--- src/rtl/aigc_pkg.sv ---
// Package for the input and gain configuration register block
`default_nettype none
package aigc_pkg;
    localparam logic [3:0] AIGC_CFG_ADDR      = 4'h0;
    localparam logic [7:0] AIGC_CFG_RESET     = 8'h00;
    localparam int         AIGC_SEL_MSB       = 7;
    localparam int         AIGC_SEL_LSB       = 4;
    localparam int         AIGC_GAIN_MSB      = 3;
    localparam int         AIGC_GAIN_LSB      = 1;
    localparam int         AIGC_BYP_BIT       = 0;
    localparam logic [2:0] AIGC_GAIN_MAX_BYP  = 3'h2;
    localparam logic [3:0] AIGC_SEL_DIFF_LAST = 4'h7;
    localparam logic [3:0] AIGC_SEL_REF_MON   = 4'hc;
    localparam logic [3:0] AIGC_SEL_SUP_MON   = 4'hd;
    localparam logic [3:0] AIGC_SEL_SHORT     = 4'he;
    localparam logic [3:0] AIGC_SEL_RESERVED  = 4'hf;

    typedef struct packed {
        logic [3:0] input_selector;
        logic [2:0] gain_code;
        logic       amp_bypass;
    } aigc_cfg_t;

    typedef struct packed {
        logic       amp_enable;
        logic       single_ended;
        logic       ref_monitor;
        logic       supply_monitor;
        logic       mid_short;
        logic       reserved_sel;
        logic [7:0] gain_value;
    } aigc_front_t;
endpackage : aigc_pkg
`default_nettype wire

--- src/rtl/aigc_cfg_reg.sv ---
// Input selector, gain and amplifier bypass configuration register
// Functional notes
// - Register at address zero, resets to zero.
// - Bits 7:4 select input; 0-7 differential pairs.
// - Codes 1100/1101 route monitors, amplifier bypassed.
// - Code 1110 shorts inputs; 1111 reserved.
// - Bits 3:1 gain code, gain two-to-code.
// - Bit 0 requests amplifier bypass.
// - Gains 8 to 128 keep amplifier enabled unless a monitor code is selected.
// - Bypass effective only for gains 1,2,4.
// - Reached by read/write commands; kept in power-down.
`default_nettype none
module aigc_cfg_reg
    import aigc_pkg::*;
(
    input  wire logic        mclk_in,
    input  wire logic        rst_in,
    input  wire logic        wr_stb_in,
    input  wire logic [3:0]  wr_addr_in,
    input  wire logic [7:0]  wr_data_in,
    input  wire logic [3:0]  rd_addr_in,
    input  wire logic        power_down_in,
    output logic      [7:0]  rd_data_out,
    output logic             rd_hit_out,
    output aigc_cfg_t        cfg_out,
    output aigc_front_t      front_out
);
    aigc_cfg_t   cfg_q;
    aigc_cfg_t   cfg_d;
    aigc_front_t front_d;
    aigc_front_t front_q;

    // Monitor codes force the bypass whatever the bypass bit holds
    function automatic logic is_monitor(input logic [3:0] sel);
        is_monitor = (sel == AIGC_SEL_REF_MON) || (sel == AIGC_SEL_SUP_MON);
    endfunction : is_monitor

    wire logic       wr_hit   = wr_stb_in && (wr_addr_in == AIGC_CFG_ADDR);
    wire logic       rd_hit   = (rd_addr_in == AIGC_CFG_ADDR);
    wire logic       low_gain = (cfg_q.gain_code <= AIGC_GAIN_MAX_BYP);
    wire logic       mon_sel  = is_monitor(cfg_q.input_selector);
    wire logic [7:0] gain_onehot;

    // One decoded line per gain step; the front end wants a one-hot weight,
    // which avoids a shifter on the analog control path
    for (genvar k = 0; k < 8; k++)
    begin : g_gain
        assign gain_onehot[k] = (cfg_q.gain_code == 3'(k));
    end

    // Power-down does not gate the write path; contents simply persist
    assign cfg_d = wr_hit ? aigc_cfg_t'(wr_data_in) : cfg_q;

    always_comb
    begin
        front_d                = '0;
        front_d.amp_enable     = !((cfg_q.amp_bypass && low_gain) || mon_sel);
        front_d.single_ended   = cfg_q.input_selector[3] &&
                                 (cfg_q.input_selector[3:2] == 2'h2);
        front_d.ref_monitor    = (cfg_q.input_selector == AIGC_SEL_REF_MON);
        front_d.supply_monitor = (cfg_q.input_selector == AIGC_SEL_SUP_MON);
        front_d.mid_short      = (cfg_q.input_selector == AIGC_SEL_SHORT);
        front_d.reserved_sel   = (cfg_q.input_selector == AIGC_SEL_RESERVED);
        front_d.gain_value     = gain_onehot;
    end

    always_ff @(posedge mclk_in)
    begin
        if (rst_in)
            cfg_q <= aigc_cfg_t'(AIGC_CFG_RESET);
        else
            cfg_q <= cfg_d;
    end

    always_ff @(posedge mclk_in)
    begin
        if (rst_in)
            front_q <= '0;
        else
            front_q <= front_d;
    end

    // Read data is combinational from the stored value so a read in the write cycle sees the old value
    assign rd_data_out = rd_hit ? cfg_q : 8'h00;
    assign rd_hit_out  = rd_hit;
    assign cfg_out     = cfg_q;
    assign front_out   = front_q;

    a_reset_clears: assert property (@(posedge mclk_in)
        rst_in |=> (cfg_q == 8'h00)) else $error("config not cleared by reset");

    a_write_stores: assert property (@(posedge mclk_in) disable iff (rst_in)
        wr_hit |=> (cfg_q == $past(wr_data_in))) else $error("write not stored");

    a_hold_no_write: assert property (@(posedge mclk_in) disable iff (rst_in)
        !wr_hit |=> $stable(cfg_q)) else $error("config changed without write");

    a_high_gain_on: assert property (@(posedge mclk_in) disable iff (rst_in)
        (cfg_q.gain_code > 3'h2 && !mon_sel) |=> front_q.amp_enable)
        else $error("amplifier off at high gain");

    a_bypass_low_off: assert property (@(posedge mclk_in) disable iff (rst_in)
        (cfg_q.amp_bypass && cfg_q.gain_code <= 3'h2) |=> !front_q.amp_enable)
        else $error("bypass ignored at low gain");

    a_monitor_bypass: assert property (@(posedge mclk_in) disable iff (rst_in)
        (cfg_q.input_selector == 4'hc || cfg_q.input_selector == 4'hd) |=> !front_q.amp_enable)
        else $error("monitor without bypass");

    a_enable_default: assert property (@(posedge mclk_in) disable iff (rst_in)
        (!cfg_q.amp_bypass && !mon_sel) |=> front_q.amp_enable)
        else $error("amplifier off without bypass");

    a_gain_power: assert property (@(posedge mclk_in) disable iff (rst_in)
        1'b1 |=> (front_q.gain_value == (8'h01 << $past(cfg_q.gain_code))))
        else $error("gain value mismatch");

    a_short_decode: assert property (@(posedge mclk_in) disable iff (rst_in)
        1'b1 |=> (front_q.mid_short == ($past(cfg_q.input_selector) == 4'he)))
        else $error("short decode wrong");

    a_read_back: assert property (@(posedge mclk_in) disable iff (rst_in)
        (rd_addr_in == 4'h0) |-> (rd_data_out == cfg_q))
        else $error("read data mismatch");

    // Power-down must never disturb the stored settings
    a_pd_retains: assert property (@(posedge mclk_in) disable iff (rst_in)
        (power_down_in && !wr_hit) |=> $stable(cfg_q))
        else $error("config lost in power-down");

    // Writes aimed at other registers are silently ignored here
    a_other_addr: assert property (@(posedge mclk_in) disable iff (rst_in)
        (wr_stb_in && (wr_addr_in != AIGC_CFG_ADDR)) |=> $stable(cfg_q))
        else $error("foreign write changed config");

    a_read_miss: assert property (@(posedge mclk_in) disable iff (rst_in)
        (rd_addr_in != AIGC_CFG_ADDR) |-> (rd_data_out == 8'h00))
        else $error("read miss not zero");

    a_hit_flag: assert property (@(posedge mclk_in) disable iff (rst_in)
        1'b1 |-> (rd_hit_out == (rd_addr_in == AIGC_CFG_ADDR)))
        else $error("read hit flag wrong");

    a_front_reset: assert property (@(posedge mclk_in)
        rst_in |=> (front_q == '0))
        else $error("front end not cleared by reset");

    a_sel_field: assert property (@(posedge mclk_in) disable iff (rst_in)
        wr_hit |=> (cfg_q.input_selector == $past(wr_data_in[7:4])))
        else $error("selector field not stored");

    a_gain_field: assert property (@(posedge mclk_in) disable iff (rst_in)
        wr_hit |=> (cfg_q.gain_code == $past(wr_data_in[3:1])))
        else $error("gain field not stored");

    a_bypass_field: assert property (@(posedge mclk_in) disable iff (rst_in)
        wr_hit |=> (cfg_q.amp_bypass == $past(wr_data_in[0])))
        else $error("bypass field not stored");

    // Differential codes must raise none of the special-route flags
    a_diff_pairs: assert property (@(posedge mclk_in) disable iff (rst_in)
        (cfg_q.input_selector <= AIGC_SEL_DIFF_LAST) |=>
        !(front_q.single_ended || front_q.ref_monitor || front_q.supply_monitor ||
          front_q.mid_short || front_q.reserved_sel))
        else $error("differential code flagged");

    a_ref_decode: assert property (@(posedge mclk_in) disable iff (rst_in)
        1'b1 |=> (front_q.ref_monitor == ($past(cfg_q.input_selector) == 4'hc)))
        else $error("reference monitor decode wrong");

    a_sup_decode: assert property (@(posedge mclk_in) disable iff (rst_in)
        1'b1 |=> (front_q.supply_monitor == ($past(cfg_q.input_selector) == 4'hd)))
        else $error("supply monitor decode wrong");

    a_reserved_flag: assert property (@(posedge mclk_in) disable iff (rst_in)
        1'b1 |=> (front_q.reserved_sel == ($past(cfg_q.input_selector) == 4'hf)))
        else $error("reserved code not flagged");

    // Ground-referenced codes are 1000 to 1011; the host keeps their limits
    a_single_decode: assert property (@(posedge mclk_in) disable iff (rst_in)
        1'b1 |=> (front_q.single_ended == ($past(cfg_q.input_selector[3:2]) == 2'h2)))
        else $error("single-ended decode wrong");

    a_route_onehot: assert property (@(posedge mclk_in) disable iff (rst_in)
        1'b1 |=> $onehot0({front_q.single_ended, front_q.ref_monitor,
                           front_q.supply_monitor, front_q.mid_short, front_q.reserved_sel}))
        else $error("more than one route flag");

    a_gain_onehot: assert property (@(posedge mclk_in) disable iff (rst_in)
        1'b1 |=> $onehot(front_q.gain_value))
        else $error("gain weight not one-hot");

    // A set bypass bit is ignored at high gain unless a monitor is routed
    a_bypass_high: assert property (@(posedge mclk_in) disable iff (rst_in)
        (cfg_q.amp_bypass && !low_gain && !mon_sel) |=> front_q.amp_enable)
        else $error("bypass honoured at high gain");

    a_cfg_mirror: assert property (@(posedge mclk_in) disable iff (rst_in)
        1'b1 |=> (cfg_out == $past(cfg_d)))
        else $error("config output does not follow next value");
endmodule : aigc_cfg_reg
`default_nettype wire

--- config.mk ---
export PLATFORM = sky130hd
export DESIGN_NAME = aigc_cfg_reg
export DESIGN_NICKNAME = d
export VERILOG_FILES = /design/src/rtl/aigc_pkg.sv /design/src/rtl/aigc_cfg_reg.sv
export SDC_FILE = /design/constraint.sdc
export NUM_CORES = 1
export LEC_CHECK = 0
export BUFFER_PORTS_ARGS = -buffer_cell sky130_fd_sc_hd__buf_2
export CORE_UTILIZATION = 30
export DETAILED_ROUTE_END_ITERATION = 7
export PLACE_DENSITY_LB_ADDON = 0.2
export SYNTH_ARGS = -nofsm -noshare
export SYNTH_HDL_FRONTEND = slang
export SYNTH_SLANG_ARGS = --single-unit
--- constraint.sdc ---
create_clock -name mclk_in -period 0.9 [get_ports mclk_in]
set_input_delay 0.045 -clock mclk_in [delete_from_list [all_inputs] [get_ports mclk_in]]
set_output_delay 0.045 -clock mclk_in [all_outputs]
set_load 0.005 [all_outputs]
# Word-level counts from Yosys, hierarchy flattened
# Cells that the tools add are included.
[totals] register_bits=22 in_bits=20 elab_cells=33
[op_classes] magnitude_cmp=1 n_eq_ne=12 mux=1 reduce_logical=9
[ops] cell="equality test 4 bit, second input constant" count=4
[ops] cell="equality test 3 bit, second input constant" count=4
[ops] cell="zero test 4 bit" count=2
[ops] cell="2-to-1 mux 8 bit" count=1
[ops] cell="equality test 3 x 2 -> 1 bit, second input constant" count=2
[ops] cell="equality test 3 x 1 -> 1 bit, second input constant" count=1
[ops] cell="<= comparator 3 x 2 -> 1 bit, second input constant" count=1
[ops] cell="logical AND 1 bit" count=3
[ops] cell="zero test 3 bit" count=1
[ops] cell="equality test 2 bit, second input constant" count=1
[ops] cell="logical OR 1 bit" count=2
[ops] cell="zero test 1 bit" count=1

# Longest topological paths before layout
# Gate-level depths: netlist (run 1).
[depth] depth_word=4 mapped_depth=4 mapped_depth_nobuf=3

# Worst setup path after synthesis (run 1)
# No wires, ideal clock.
[synth_timing] path_type="in2reg" startpoint="input wr_addr_in[1]" endpoint="register cfg_q (netlist bit cfg_out[0])" arrival_ps=727 t_required_ps=828 setup_slack_ps=102 cell_stages=4 n_path_buf=1 cell_sequence="nor4_1 and2_2 buf_12 mux2i_1"
[synth_between] elab_chain_cells=2
[synth_lines] element="start: declaration" line="aigc_cfg_reg.sv:19" source="input wire logic [3:0] wr_addr_in,"
[synth_lines] element="zero test 4 bit" line="aigc_cfg_reg.sv:38" source="wire logic wr_hit = wr_stb_in && (wr_addr_in == AIGC_CFG_ADDR);"
[synth_lines] element="logical AND 1 bit" line="aigc_cfg_reg.sv:38"
[synth_lines] element="end signal: assignment" line="aigc_cfg_reg.sv:70" source="cfg_q <= aigc_cfg_t'(AIGC_CFG_RESET);"
[synth_lines] element="end signal: assignment" line="aigc_cfg_reg.sv:72" source="cfg_q <= cfg_d;"
[synth_lines] element="end: declaration" line="aigc_cfg_reg.sv:28" source="aigc_cfg_t cfg_q;"
# Every way passes these cells.
# A chain may end at the register's enable or synchronous reset.

# Final worst setup path (run 1)
[layout_timing] startpoint="register cfg_q (netlist bit cfg_out[3])" endpoint="output rd_data_out[3]"
[layout_between] elab_chain_cells=1
[layout_lines] element="2-to-1 mux 8 bit" line="aigc_cfg_reg.sv:84" source="assign rd_data_out = rd_hit ? cfg_q : 8'h00;"
[layout_lines] element="end: declaration" line="aigc_cfg_reg.sv:23" source="output logic [7:0] rd_data_out,"
# Every way passes these cells.

==> results of run 1 <==
cell type report:
class	instances	area [um2]	area share (%)
clock buffers	4	36.3	2.44
inverters	2	7.51	0.505
multi-input cells	56	434	29.2
flip-flops and latches	22	465	31.3
well taps	30	37.5	2.53
repair buffers	71	505	34.0
timing repair:
| action | 4_1_cts | 5_1_grt |
|---|---|---|
| buffers inserted | 10 | 3 |
| setup endpoints to repair | 16 | 20 |
| hold endpoints to repair | 7 | 0 |
| pin swaps | 1 | 2 |
| resized for setup | 19 | 26 |
| cloned | 0 | 0 |
| hold buffers | 7 | 0 |
registers in the layout, summed over array words and instances, names as in the netlist:
| name | count |
|---|---|
| front_out | 14 |
| cfg_out | 8 |
metal layers:
metal | up-vias | track usage, %
li1 | 421 | -
met1 | 377 | 19.0
met2 | 33 | 23.7
met3 | 4 | 1.64
met4 | 0 | 8.75
met5 | - | 0
stage by stage:
stage                     total power [mW]  std cells  setup slack [ps]
after floorplan                       1.06         83               102
after global placement                1.13        164             -81.7
after detailed placement              1.13        164              -102
after CTS                             1.67        183             -78.5
after global routing                  1.74        185              -113
final                                 1.67        185             -67.6
critical path: stages (launching register included):
cell and delay, ps:
sky130_fd_sc_hd__dfxtp_4 380, sky130_fd_sc_hd__and2_4 140, sky130_fd_sc_hd__buf_6 100
synthesized netlist by cell type:
| library cell | instances | area (um2) |
|---|---|---|
| sky130_fd_sc_hd__dfxtp_1 | 22 | 440 |
| sky130_fd_sc_hd__nand2b_1 | 18 | 113 |
| sky130_fd_sc_hd__and2_1 | 8 | 50.1 |
| sky130_fd_sc_hd__mux2i_1 | 8 | 80.1 |
| sky130_fd_sc_hd__nor3_1 | 8 | 40.0 |
| sky130_fd_sc_hd__nand2_1 | 4 | 15.0 |
| sky130_fd_sc_hd__nor2_1 | 4 | 15.0 |
| sky130_fd_sc_hd__clkbuf_1 | 2 | 7.51 |
| sky130_fd_sc_hd__inv_1 | 2 | 7.51 |
| sky130_fd_sc_hd__nor4_1 | 2 | 12.5 |
| sky130_fd_sc_hd__a211oi_1 | 1 | 7.51 |
| sky130_fd_sc_hd__a311oi_1 | 1 | 8.76 |
| sky130_fd_sc_hd__and2_2 | 1 | 7.51 |
| sky130_fd_sc_hd__buf_12 | 1 | 20.0 |
| sky130_fd_sc_hd__nor4_4 | 1 | 21.3 |
worst max path at each step:
| stage | end | cells after the start | start | slack, ps |
|---|---|---|---|---|
| 6_report | rd_data_out[3] | 2 | cfg_out[3]$_SDFFE_PP0P_ | -70 |
| 3_3_place_gp | cfg_out[0]$_SDFFE_PP0P_ | 4 | wr_addr_in[1] | -80 |
| 5_1_grt | rd_data_out[3] | 2 | cfg_out[3]$_SDFFE_PP0P_ | -110 |
| 4_1_cts | rd_data_out[1] | 2 | cfg_out[1]$_SDFFE_PP0P_ | -80 |
| 3_5_place_dp | cfg_out[0]$_SDFFE_PP0P_ | 4 | wr_addr_in[1] | -100 |
| 2_1_floorplan | cfg_out[0]$_SDFFE_PP0P_ | 4 | wr_addr_in[1] | 100 |
power by group:
part           total (mW)  internal [mW]  leakage, nW  switching (mW)
Combinational       0.164          0.101        0.474          0.0635
Sequential          0.976          0.969        0.184         0.00649
Clock               0.529          0.247       0.0210           0.283
logic make-up after synthesis:
family / Yosys count
compound gates: 2
simple gates: 46
flops: 22
mux: 8
buf+inv: 5
==> reports/metrics.sh, run 1 <==
FINALSETUPVIOLCOUNT=11
ROUTE.MET3.WL_UM=119
CRIT_REQUIRED_PS=850
CRIT-REG2REG-CAPTURE='front_out[1]$_SDFF_PP0_'
FINALCRITPERIODSHARE_PCT=108
VIOLATIONS_IN_THE_FINAL_REPORTS='negative setup slack'
R2R_SLACK_PS=0
POST_SYNTH_FA_HA_MAJ_AREA_FRACTION_PCT=0
NUMCLOCKSINKS=22
ROUTABILITYCONGESTION=0.703
DIE_HEIGHT_UM=55.1
FILL_CELLS=251
PLACEMENT.CELL_AREA_UM2=1140
FINAL_HOLD_SLACK_PS=44.4
OUTCOME='finished with violations'
GRT_USE_TOTAL_PCT=14.8
YS_TYPES=15
DRC_ERRORS=0
NUM_IO_PINS=51
P_LEAK_nW=0.679
HOLD_DEPTH=3
RELSLEWSLACK_PCT=79.2
VIA_COUNT_OF_THE_FIRST_GLOBAL_ROUTING_PASS=719
VDD_DROP_MAX_mV=0.673
CLK_PIN_SLEW_WORST_PATHS_PS=120
SYN_AREA_UM2=846
CTS-BUFFERS-INSERTED=3
HOLD_PATH_END='cfg_out[0]$_SDFFE_PP0P_'
ROUTEDLENGTHMET1_UM=977
FIN_CLK_SKEW_PS=0.740
HOLD_PATH.STARTPOINT='wr_data_in[0]'
SYNTH_XOR_AREA_SHARE_PCT=0
SETUP_REPAIR_AFTER_GLOBAL_ROUTING_MISSED_ITS_MARGIN='true'
MUX_SHARE_OF_POST_SYNTHESIS_CELL_AREA_PCT=9.47
CLK_LATENCY_PS=300
NUMBER_OF_ANTENNA_DIODES=0
FP.COREAREA_UM2=2570
ROUTE.ANTENNA.REMAINING_NETS=0
GLOBALROUTE.TOTALOVERFLOW=0
POST_SYNTH_AND_OR_NAND_NOR_AREA_FRACTION_PCT=32.4
GRT_MAX_DEGREE=19
YS.WARNINGS.COUNT=0
SYNTH-SEQ-CELLS=22
START_TO_END_TYPE_OF_THE_WORST_SETUP_PATH='reg -> out'
WORST_R2R_STARTPOINT='cfg_out[3]$_SDFFE_PP0P_'
POST_DRT_VIA_CELL_RATIO=4.51
VIAS=835
PLACE.PORT_BUFFERS=49
SYNTH.NET_COUNT=103
WORSTHOLDPATHTYPE='in -> reg'
POST_ROUTE_CELLS_DRIVE_ABOVE_1_SHARE_PCT=61.3
CTS_MAX_LEVEL=1
FMAXACHIEVABLE_MHz=1030
COMBINATIONAL_FAMILY_WITH_THE_MOST_AREA_AFTER_SYNTHESIS='simple AND/OR/NAND/NOR gates'
POST_SYNTH_INST_COUNT=83
GRT_ANTENNA_BEFORE_REPAIR=0
CRITICAL_PATH.MAX_FANOUT=5
DRT_PRE_ANTENNA_ITERS=1
CTS-ROOT-BUF='sky130_fd_sc_hd__clkbuf_4'
TIMING_HOLD_VIOLATIONS_FINAL=0
HIGHEST_LAYER='met4'
START_UTIL_PCT=32.9
FINALWORSTSETUPSLACK_PS=-67.6
MET2_LENGTH_MM=1.07
CHIPWIDTH_UM=55.1
YOSYSSEQAREASHARE_PCT=52.1
WORST_SETUP_PATH_END_KIND='output pin'
FP-ROW-COUNT=18
POSTLAYOUTCELLAREA_UM2=1490
DETAILED_PLACE_HPWL_MM=1.39
R2R.WORST_PATH.CELLS=3
WL_PER_CELL_UM=11.9
CLOCK_PERIOD_MINUS_WORST_SLACK_PS=968
FINAL_MAX_SLEW_VIOL_COUNT=0
LAYOUT_COMMONEST_CELL='sky130_fd_sc_hd__buf_2'
CTS_TREE='yes'
TIGHTESTPINTRANSITION_PS=313
POWERDENSITY_nW_PER_UM2=1120
FIN_TNS_SETUP_PS=-435
LAYOUT.CELLS.MOST_COMMON_LIST='sky130_fd_sc_hd__buf_2 (39), sky130_fd_sc_hd__nand2b_1 (15), sky130_fd_sc_hd__dfxtp_1 (14), sky130_fd_sc_hd__buf_6 (14), sky130_fd_sc_hd__buf_4 (11)'
SYNTH_COMPOUND_AREA_SHARE_PCT=1.92
GLOBAL_ROUTE_WIRE_LENGTH_BEFORE_REPAIR_MM=3.11
FINAL_CORE_OCC_PCT=57.9
CTS-ROOT-TO-SINK-BUFFERS=2
DR.FIRST_ITER.DRC_COUNT=0
MAXCAPVIOLATIONS=0
ROUTED_WIRELENGTH_MM=2.21
MEAN_SYN_CELL_AREA_UM2=10.2
FIN_NETS=176
CRIT_PATH_START_KIND='flip-flop'
CRIT_ARRIVAL_PS=920
AREA.GROWTH.SYNTH_TO_FINAL_PCT=75.7
FP.DIEAREA_UM2=3040
Power figures use the tool's default switching activity.
==> run 2: changes to the inputs <==
SKIP_LAST_GASP = 1   (was not set)
==> run 2 against run 1 <==
The flow still finishes with violations (negative setup slack). Final cell count decreased by 0.54%. Via count grew 0.60%. Global-route usage unchanged. Largest cell class unchanged. Highest routed layer unchanged.
==> reports/metrics.sh, run 2 (synthesis results as in run 1) <==
OUTCOME='finished with violations'  # unchanged
VIOLATIONS_IN_THE_FINAL_REPORTS='negative setup slack'  # unchanged
FP-ROW-COUNT=18  # unchanged
RELSLEWSLACK_PCT=78.6  # was 79.2%
VIA_COUNT_OF_THE_FIRST_GLOBAL_ROUTING_PASS=718  # was 719
WL_PER_CELL_UM=12.0  # was 11.9 um
START_TO_END_TYPE_OF_THE_WORST_SETUP_PATH='reg -> out'  # unchanged
CRIT_ARRIVAL_PS=930  # was 920 ps
VDD_DROP_MAX_mV=0.679  # was 0.673 mV
GLOBAL_ROUTE_WIRE_LENGTH_BEFORE_REPAIR_MM=3.11  # about the same
CLK_PIN_SLEW_WORST_PATHS_PS=120  # about the same
CHIPWIDTH_UM=55.1  # unchanged
CTS-ROOT-TO-SINK-BUFFERS=2  # unchanged
ROUTABILITYCONGESTION=0.703  # unchanged
LAYOUT.CELLS.MOST_COMMON_LIST='sky130_fd_sc_hd__buf_2 (40), sky130_fd_sc_hd__nand2b_1 (15), sky130_fd_sc_hd__dfxtp_1 (14), sky130_fd_sc_hd__buf_6 (12), sky130_fd_sc_hd__buf_4 (11)'  # was sky130_fd_sc_hd__buf_2 (39), sky130_fd_sc_hd__nand2b_1 (15), sky130_fd_sc_hd__dfxtp_1 (14), sky130_fd_sc_hd__buf_6 (14), sky130_fd_sc_hd__buf_4 (11)
FP.COREAREA_UM2=2570  # unchanged
GRT_MAX_DEGREE=19  # unchanged
DETAILED_PLACE_HPWL_MM=1.39  # unchanged
NUMBER_OF_ANTENNA_DIODES=0  # unchanged
WORST_R2R_STARTPOINT='cfg_out[3]$_SDFFE_PP0P_'  # unchanged
ROUTE.MET3.WL_UM=118  # was 119 um
TIMING_HOLD_VIOLATIONS_FINAL=0  # unchanged
CRITICAL_PATH.MAX_FANOUT=5  # unchanged
LARGEST_REGISTER_FF_COUNT=14  # unchanged
SETUP.WORST_PATH.START='cfg_out[3]$_SDFFE_PP0P_'  # unchanged
CTS-BUFFERS-INSERTED=3  # unchanged
P_LEAK_nW=0.672  # was 0.679 nW
PLACEMENT.CELL_AREA_UM2=1140  # unchanged
FINAL_HOLD_SLACK_PS=39.2  # was 44.4 ps
CTS_MAX_LEVEL=1  # unchanged
DRC_ERRORS=0  # unchanged
CTS-ROOT-BUF='sky130_fd_sc_hd__clkbuf_4'  # unchanged
POST_ROUTE_CELLS_DRIVE_ABOVE_1_SHARE_PCT=61.0  # was 61.3%
ROUTE.ANTENNA.REMAINING_NETS=0  # unchanged
CLK_LATENCY_PS=300  # about the same
DRT_PRE_ANTENNA_ITERS=4  # was 1
FMAXACHIEVABLE_MHz=1030  # about the same
NUMCLOCKSINKS=22  # unchanged
MET2_LENGTH_MM=1.04  # was 1.07 mm
MAXCAPVIOLATIONS=0  # unchanged
HOLD_PATH.STARTPOINT='wr_data_in[0]'  # unchanged
VIAS=840  # was 835
HIGHEST_LAYER='met4'  # unchanged
NUM_IO_PINS=51  # unchanged
FP.DIEAREA_UM2=3040  # unchanged
DIE_HEIGHT_UM=55.1  # unchanged
AREA.GROWTH.SYNTH_TO_FINAL_PCT=73.7  # was 75.7%
GRT_USE_TOTAL_PCT=14.8  # unchanged
LAYOUT.AREA.SEQ_UM2=465  # unchanged
CRIT_REQUIRED_PS=850  # about the same
ROUTED_WIRELENGTH_MM=2.21  # unchanged
FINALPOWER_mW=1.68  # was 1.67 mW
START_UTIL_PCT=32.9  # unchanged
PLACE.PORT_BUFFERS=49  # unchanged
POST_DRT_VIA_CELL_RATIO=4.57  # was 4.51
FIN_CLK_SKEW_PS=2.64  # was 0.740 ps
FILL_CELLS=253  # was 251
FINALCRITPERIODSHARE_PCT=108  # about the same
LAYOUT_COMMONEST_CELL='sky130_fd_sc_hd__buf_2'  # unchanged
WORSTHOLDPATHTYPE='in -> reg'  # unchanged
SETUP_REPAIR_AFTER_GLOBAL_ROUTING_MISSED_ITS_MARGIN='true'  # unchanged
DR.FIRST_ITER.DRC_COUNT=2  # was 0
CRIT_PATH_START_KIND='flip-flop'  # unchanged
POSTLAYOUTCELLAREA_UM2=1470  # was 1490 um2
GLOBALROUTE.TOTALOVERFLOW=0  # unchanged
COMBINED_AREA_OF_THE_MULTI_INPUT_LOGIC_CELLS_UM2=434  # unchanged
FINAL_CORE_OCC_PCT=57.2  # was 57.9%
FINALSETUPVIOLCOUNT=11  # unchanged
GRT_ANTENNA_BEFORE_REPAIR=0  # unchanged
FINAL_MAX_SLEW_VIOL_COUNT=0  # unchanged
CTS_TREE='yes'  # unchanged
ROUTEDLENGTHMET1_MM=1.01  # was 977 um
POWERDENSITY_nW_PER_UM2=1140  # was 1120 nW/um2
TIGHTESTPINTRANSITION_PS=320  # was 313 ps
FIN_NETS=175  # was 176
CLOCK_PERIOD_MINUS_WORST_SLACK_PS=975  # was 968 ps
FINALWORSTSETUPSLACK_PS=-74.8  # was -67.6 ps
WORST_SETUP_PATH_END_KIND='output pin'  # unchanged
-- run 2: final timing paths --
check	cells past startpoint	to	slack, ps
setup / recovery	2	rd_data_out[3]	-70
hold / removal	3	cfg_out[0]$_SDFFE_PP0P_	40
setup reg to reg	3	front_out[1]$_SDFF_PP0_	0
hold reg to reg	2	cfg_out[3]$_SDFFE_PP0P_	530
-- run 2: cell type report --
cell class              count  area share, %
well taps                  30           2.56
repair buffers             70           33.2
flip-flops and latches     22           31.7
clock buffers               4           2.47
multi-input cells          56           29.6
inverters                   2          0.511
-- run 2: routing by layer --
metal  track usage (%)  vias to the layer above
met5                 0                        -
met4              8.75                        0
met3              1.64                        4
met2              23.5                       33
met1              19.2                      385
li1                  -                      418
-- run 2: where the power goes --
part / internal (mW) / leakage, nW / total, mW / switching [mW]
registers: 0.969 / 0.184 / 0.976 / 0.00647
logic: 0.0996 / 0.468 / 0.163 / 0.0635
clock network: 0.247 / 0.0210 / 0.536 / 0.289
-- run 2: through the flow --
| stage | TNS [ps] | setup WS (ps) | cells |
|---|---|---|---|
| 6_report | -471 | -74.8 | 184 |
| 5_1_grt | -906 | -125 | 184 |
| 4_1_cts | -594 | -78.5 | 183 |
| 3_5_place_dp | -1040 | -102 | 164 |
| 3_3_place_gp | -944 | -81.7 | 164 |
| 2_1_floorplan | 0 | 102 | 83 |
-- run 2: what timing repair did --
item                                   in CTS  in global routing
gates cloned                                0                  0
endpoints found under the hold margin       7                  0
setup buffers                              10                  2
setup endpoints to repair                  16                 19
hold buffers                                7                  0
pin swaps                                   1                  2
gates resized for setup                    18                 25
-- run 2: critical path: stages, from the launching register on --
cell,delay [ps]
sky130_fd_sc_hd__dfxtp_4,380
sky130_fd_sc_hd__and2_4,130
sky130_fd_sc_hd__buf_2,110
==> run 3: changes to the inputs <==
CORE_ASPECT_RATIO = 0.75   (was not set)
==> run 3 against run 2 <==
The flow still finishes with violations (negative setup slack). Utilization decreased by 6.1 points. Via count decreased by 8.8%. Register-to-register slack improved by 40 ps. Worst hold slack got worse by 2.1 ps. Sequential power about the same. Sequential cell count unchanged. Count of clock-buffer cells in the layout decreased by 1. Clock skew decreased by 1.8 ps. Global-route usage decreased by 2.2 points. Non-clock buffer count decreased by 10. Wire length decreased by 11%. Sequential share of layout area increased by 2.9 points. Critical path type unchanged. Highest routed layer is now met3.
==> reports/metrics.sh, run 3 (synthesis results as in run 1) <==
SEQ_POWER_SHARE_PCT=58.0  # was 58.3%
POST_DRT_VIA_CELL_RATIO=4.26  # was 4.57
FINALCRITPERIODSHARE_PCT=100  # was 108%
P_LEAK_nW=0.620  # was 0.672 nW
RELSLEWSLACK_PCT=77.9  # was 78.6%
LAYOUT.CELLS.MOST_COMMON_LIST='sky130_fd_sc_hd__buf_2 (43), sky130_fd_sc_hd__nand2b_1 (18), sky130_fd_sc_hd__dfxtp_1 (14), sky130_fd_sc_hd__buf_6 (9)'  # was sky130_fd_sc_hd__buf_2 (40), sky130_fd_sc_hd__nand2b_1 (15), sky130_fd_sc_hd__dfxtp_1 (14), sky130_fd_sc_hd__buf_6 (12), sky130_fd_sc_hd__buf_4 (11)
CLK_PIN_SLEW_WORST_PATHS_PS=70  # was 120 ps
DETAILED_PLACE_HPWL_MM=1.38  # was 1.39 mm
CTS_TREE='yes'  # unchanged
FP.DIEAREA_UM2=3040  # about the same
LARGEST_REGISTER_FF_COUNT=14  # unchanged
ROUTE.ANTENNA.REMAINING_NETS=0  # unchanged
WORSTHOLDPATHTYPE='in -> reg'  # unchanged
WL_PER_CELL_UM=11.0  # was 12.0 um
PLACE.PORT_BUFFERS=49  # unchanged
NUMBER_OF_ANTENNA_DIODES=0  # unchanged
FIN_CELLS=180  # was 184
NUM_IO_PINS=51  # unchanged
ROUTABILITYCONGESTION=0.692  # was 0.703
CLOCK_PERIOD_MINUS_WORST_SLACK_PS=903  # was 975 ps
CRIT_REQUIRED_PS=850  # about the same
CRITICAL_PATH.MAX_FANOUT=5  # unchanged
POWER_REPORT.INTERNAL_TOTAL_mW=1.34  # was 1.32 mW
VIAS=766  # was 840
CTS-BUFFERS-INSERTED=3  # unchanged
POWER.SWITCHING_FRACTION_PCT=20.2  # was 21.5%
GLOBALROUTE.TOTALOVERFLOW=0  # unchanged
COMBINATIONAL_POWER_SHARE_PCT=8.1  # was 9.7%
POST_ROUTE_CELLS_DRIVE_ABOVE_1_SHARE_PCT=56.3  # was 61.0%
CTS_MAX_LEVEL=1  # unchanged
SETUP_REPAIR_AFTER_GLOBAL_ROUTING_MISSED_ITS_MARGIN='true'  # unchanged
START_TO_END_TYPE_OF_THE_WORST_SETUP_PATH='reg -> out'  # unchanged
FINALSETUPVIOLCOUNT=1  # was 11
FINALWORSTSETUPSLACK_PS=-3.03  # was -74.8 ps
CTS-ROOT-BUF='sky130_fd_sc_hd__clkbuf_8'  # was sky130_fd_sc_hd__clkbuf_4
PLACEMENT.CELL_AREA_UM2=1150  # was 1140 um2
FIN_CLK_SKEW_PS=0.813  # was 2.64 ps
CRIT_ARRIVAL_PS=860  # was 930 ps
GRT_MAX_DEGREE=21  # was 19
TIGHTESTPINTRANSITION_PS=330  # was 320 ps
NET-SWITCHING-POWER_mW=0.340  # was 0.359 mW
POWERDENSITY_nW_PER_UM2=1240  # was 1140 nW/um2
CTS.HOLD.BUFFERS_ADDED=0  # was 7
DIE_HEIGHT_UM=48.0  # was 55.1 um
GRT_USE_TOTAL_PCT=12.6  # was 14.8%
CTS-ROOT-TO-SINK-BUFFERS=2  # unchanged
FP-ROW-COUNT=16  # was 18
WORST_SETUP_PATH_END_KIND='output pin'  # unchanged
DPL.CELL_COUNT=171  # was 164
FP.COREAREA_UM2=2640  # was 2570 um2
POSTLAYOUTCELLAREA_UM2=1350  # was 1470 um2
CRIT_PATH_START_KIND='flip-flop'  # unchanged
FINAL_MAX_SLEW_VIOL_COUNT=0  # unchanged
GLOBAL_ROUTE_WIRE_LENGTH_BEFORE_REPAIR_MM=2.87  # was 3.11 mm
FIN_NETS=166  # was 175
MAXCAPVIOLATIONS=0  # unchanged
NUMCLOCKSINKS=22  # unchanged
CHIPWIDTH_UM=63.3  # was 55.1 um
VDD_DROP_MAX_mV=0.692  # was 0.679 mV
START_UTIL_PCT=32.0  # was 32.9%
CLK_LATENCY_PS=250  # was 300 ps
AREA.GROWTH.SYNTH_TO_FINAL_PCT=59.8  # was 73.7%
TIMING_HOLD_VIOLATIONS_FINAL=0  # unchanged
VIOLATIONS_IN_THE_FINAL_REPORTS='negative setup slack'  # unchanged
DRT_PRE_ANTENNA_ITERS=3  # was 4
FMAXACHIEVABLE_MHz=1110  # was 1030 MHz
DR.FIRST_ITER.DRC_COUNT=10  # was 2
SHARE_CLK_OF_TOTAL_POWER_PCT=33.9  # was 32.0%
VIA_COUNT_OF_THE_FIRST_GLOBAL_ROUTING_PASS=618  # was 718
OUTCOME='finished with violations'  # unchanged
GRT_ANTENNA_BEFORE_REPAIR=0  # unchanged
DRC_ERRORS=0  # unchanged
ROUTED_WIRELENGTH_MM=1.97  # was 2.21 mm
LAYOUT_COMMONEST_CELL='sky130_fd_sc_hd__buf_2'  # unchanged
run 3: changes by cell type in the layout (fill, tap and decap cells not counted), moves of 3 or more:
cell,delta
sky130_fd_sc_hd__dlygate4sd3_1,-7
sky130_fd_sc_hd__clkbuf_4,-3
sky130_fd_sc_hd__buf_2,+3
sky130_fd_sc_hd__nand2b_1,+3
sky130_fd_sc_hd__buf_4,-3
sky130_fd_sc_hd__buf_6,-3
run 3: through the flow:
stage	setup TNS [ps]	total power [mW]	hold WS (ps)	util [%]	worst slack [ps]
finish	-3.03	1.68	37.1	51.1	-3.03
global route	-350	1.75	40.0	51.1	-42.6
CTS	-32.2	1.69	39.1	48.4	-9.79
detailed placement	-875	1.13	314	43.7	-115
global placement	-722	1.13	305	43.7	-91.8
floorplan	0	1.06	117	-	102
run 3: power groups by stage:
stage | clock [mW] | sequential [mW] | combinational [mW]
finish | 0.570 | 0.974 | 0.136
global route | 0.625 | 0.975 | 0.150
CTS | 0.584 | 0.979 | 0.128
detailed placement | 0 | 1.02 | 0.116
global placement | 0 | 1.02 | 0.115
floorplan | 0 | 1.02 | 0.0484
run 3: final timing paths:
kind	start	to	slack [ps]	depth (start not counted)
worst min-delay path	wr_data_in[5]	cfg_out[5]$_SDFFE_PP0P_	40	3
worst min register to register	cfg_out[1]$_SDFFE_PP0P_	front_out[0]$_SDFF_PP0_	470	1
worst max register to register	cfg_out[1]$_SDFFE_PP0P_	front_out[4]$_SDFF_PP0_	40	3
worst max-delay path	cfg_out[1]$_SDFFE_PP0P_	rd_data_out[1]	-3	2
run 3: what timing repair did:
| action | 4_1_cts | 5_1_grt |
|---|---|---|
| resized for setup | 16 | 17 |
| endpoints found under the hold margin | 0 | 0 |
| buffers inserted | 6 | 0 |
| pin swaps | 1 | 1 |
| gates cloned | 1 | 0 |
| setup endpoints to repair | 13 | 17 |
run 3: cell type report:
type	count	area, um2
inverter	2	7.51
sequential	22	468
tap	36	45.0
timing repair buffer	60	377
clock buffer	3	41.3
multi-input combinational	57	413
fill	264	1290
run 3: routing by layer:
layer / part of all wire [%] / GRT usage [%] / wire [um]
met5: 0 / 0 / 0
met3: 8.6 / 5.00 / 169
met4: 0 / 1.36 / 0
met1: 52 / 18.7 / 1030
met2: 39 / 17.4 / 776
run 3: critical path: stages, from the launching register on:
cell	delay, ps
sky130_fd_sc_hd__dfxtp_4	360
sky130_fd_sc_hd__and2_4	140
sky130_fd_sc_hd__buf_6	110
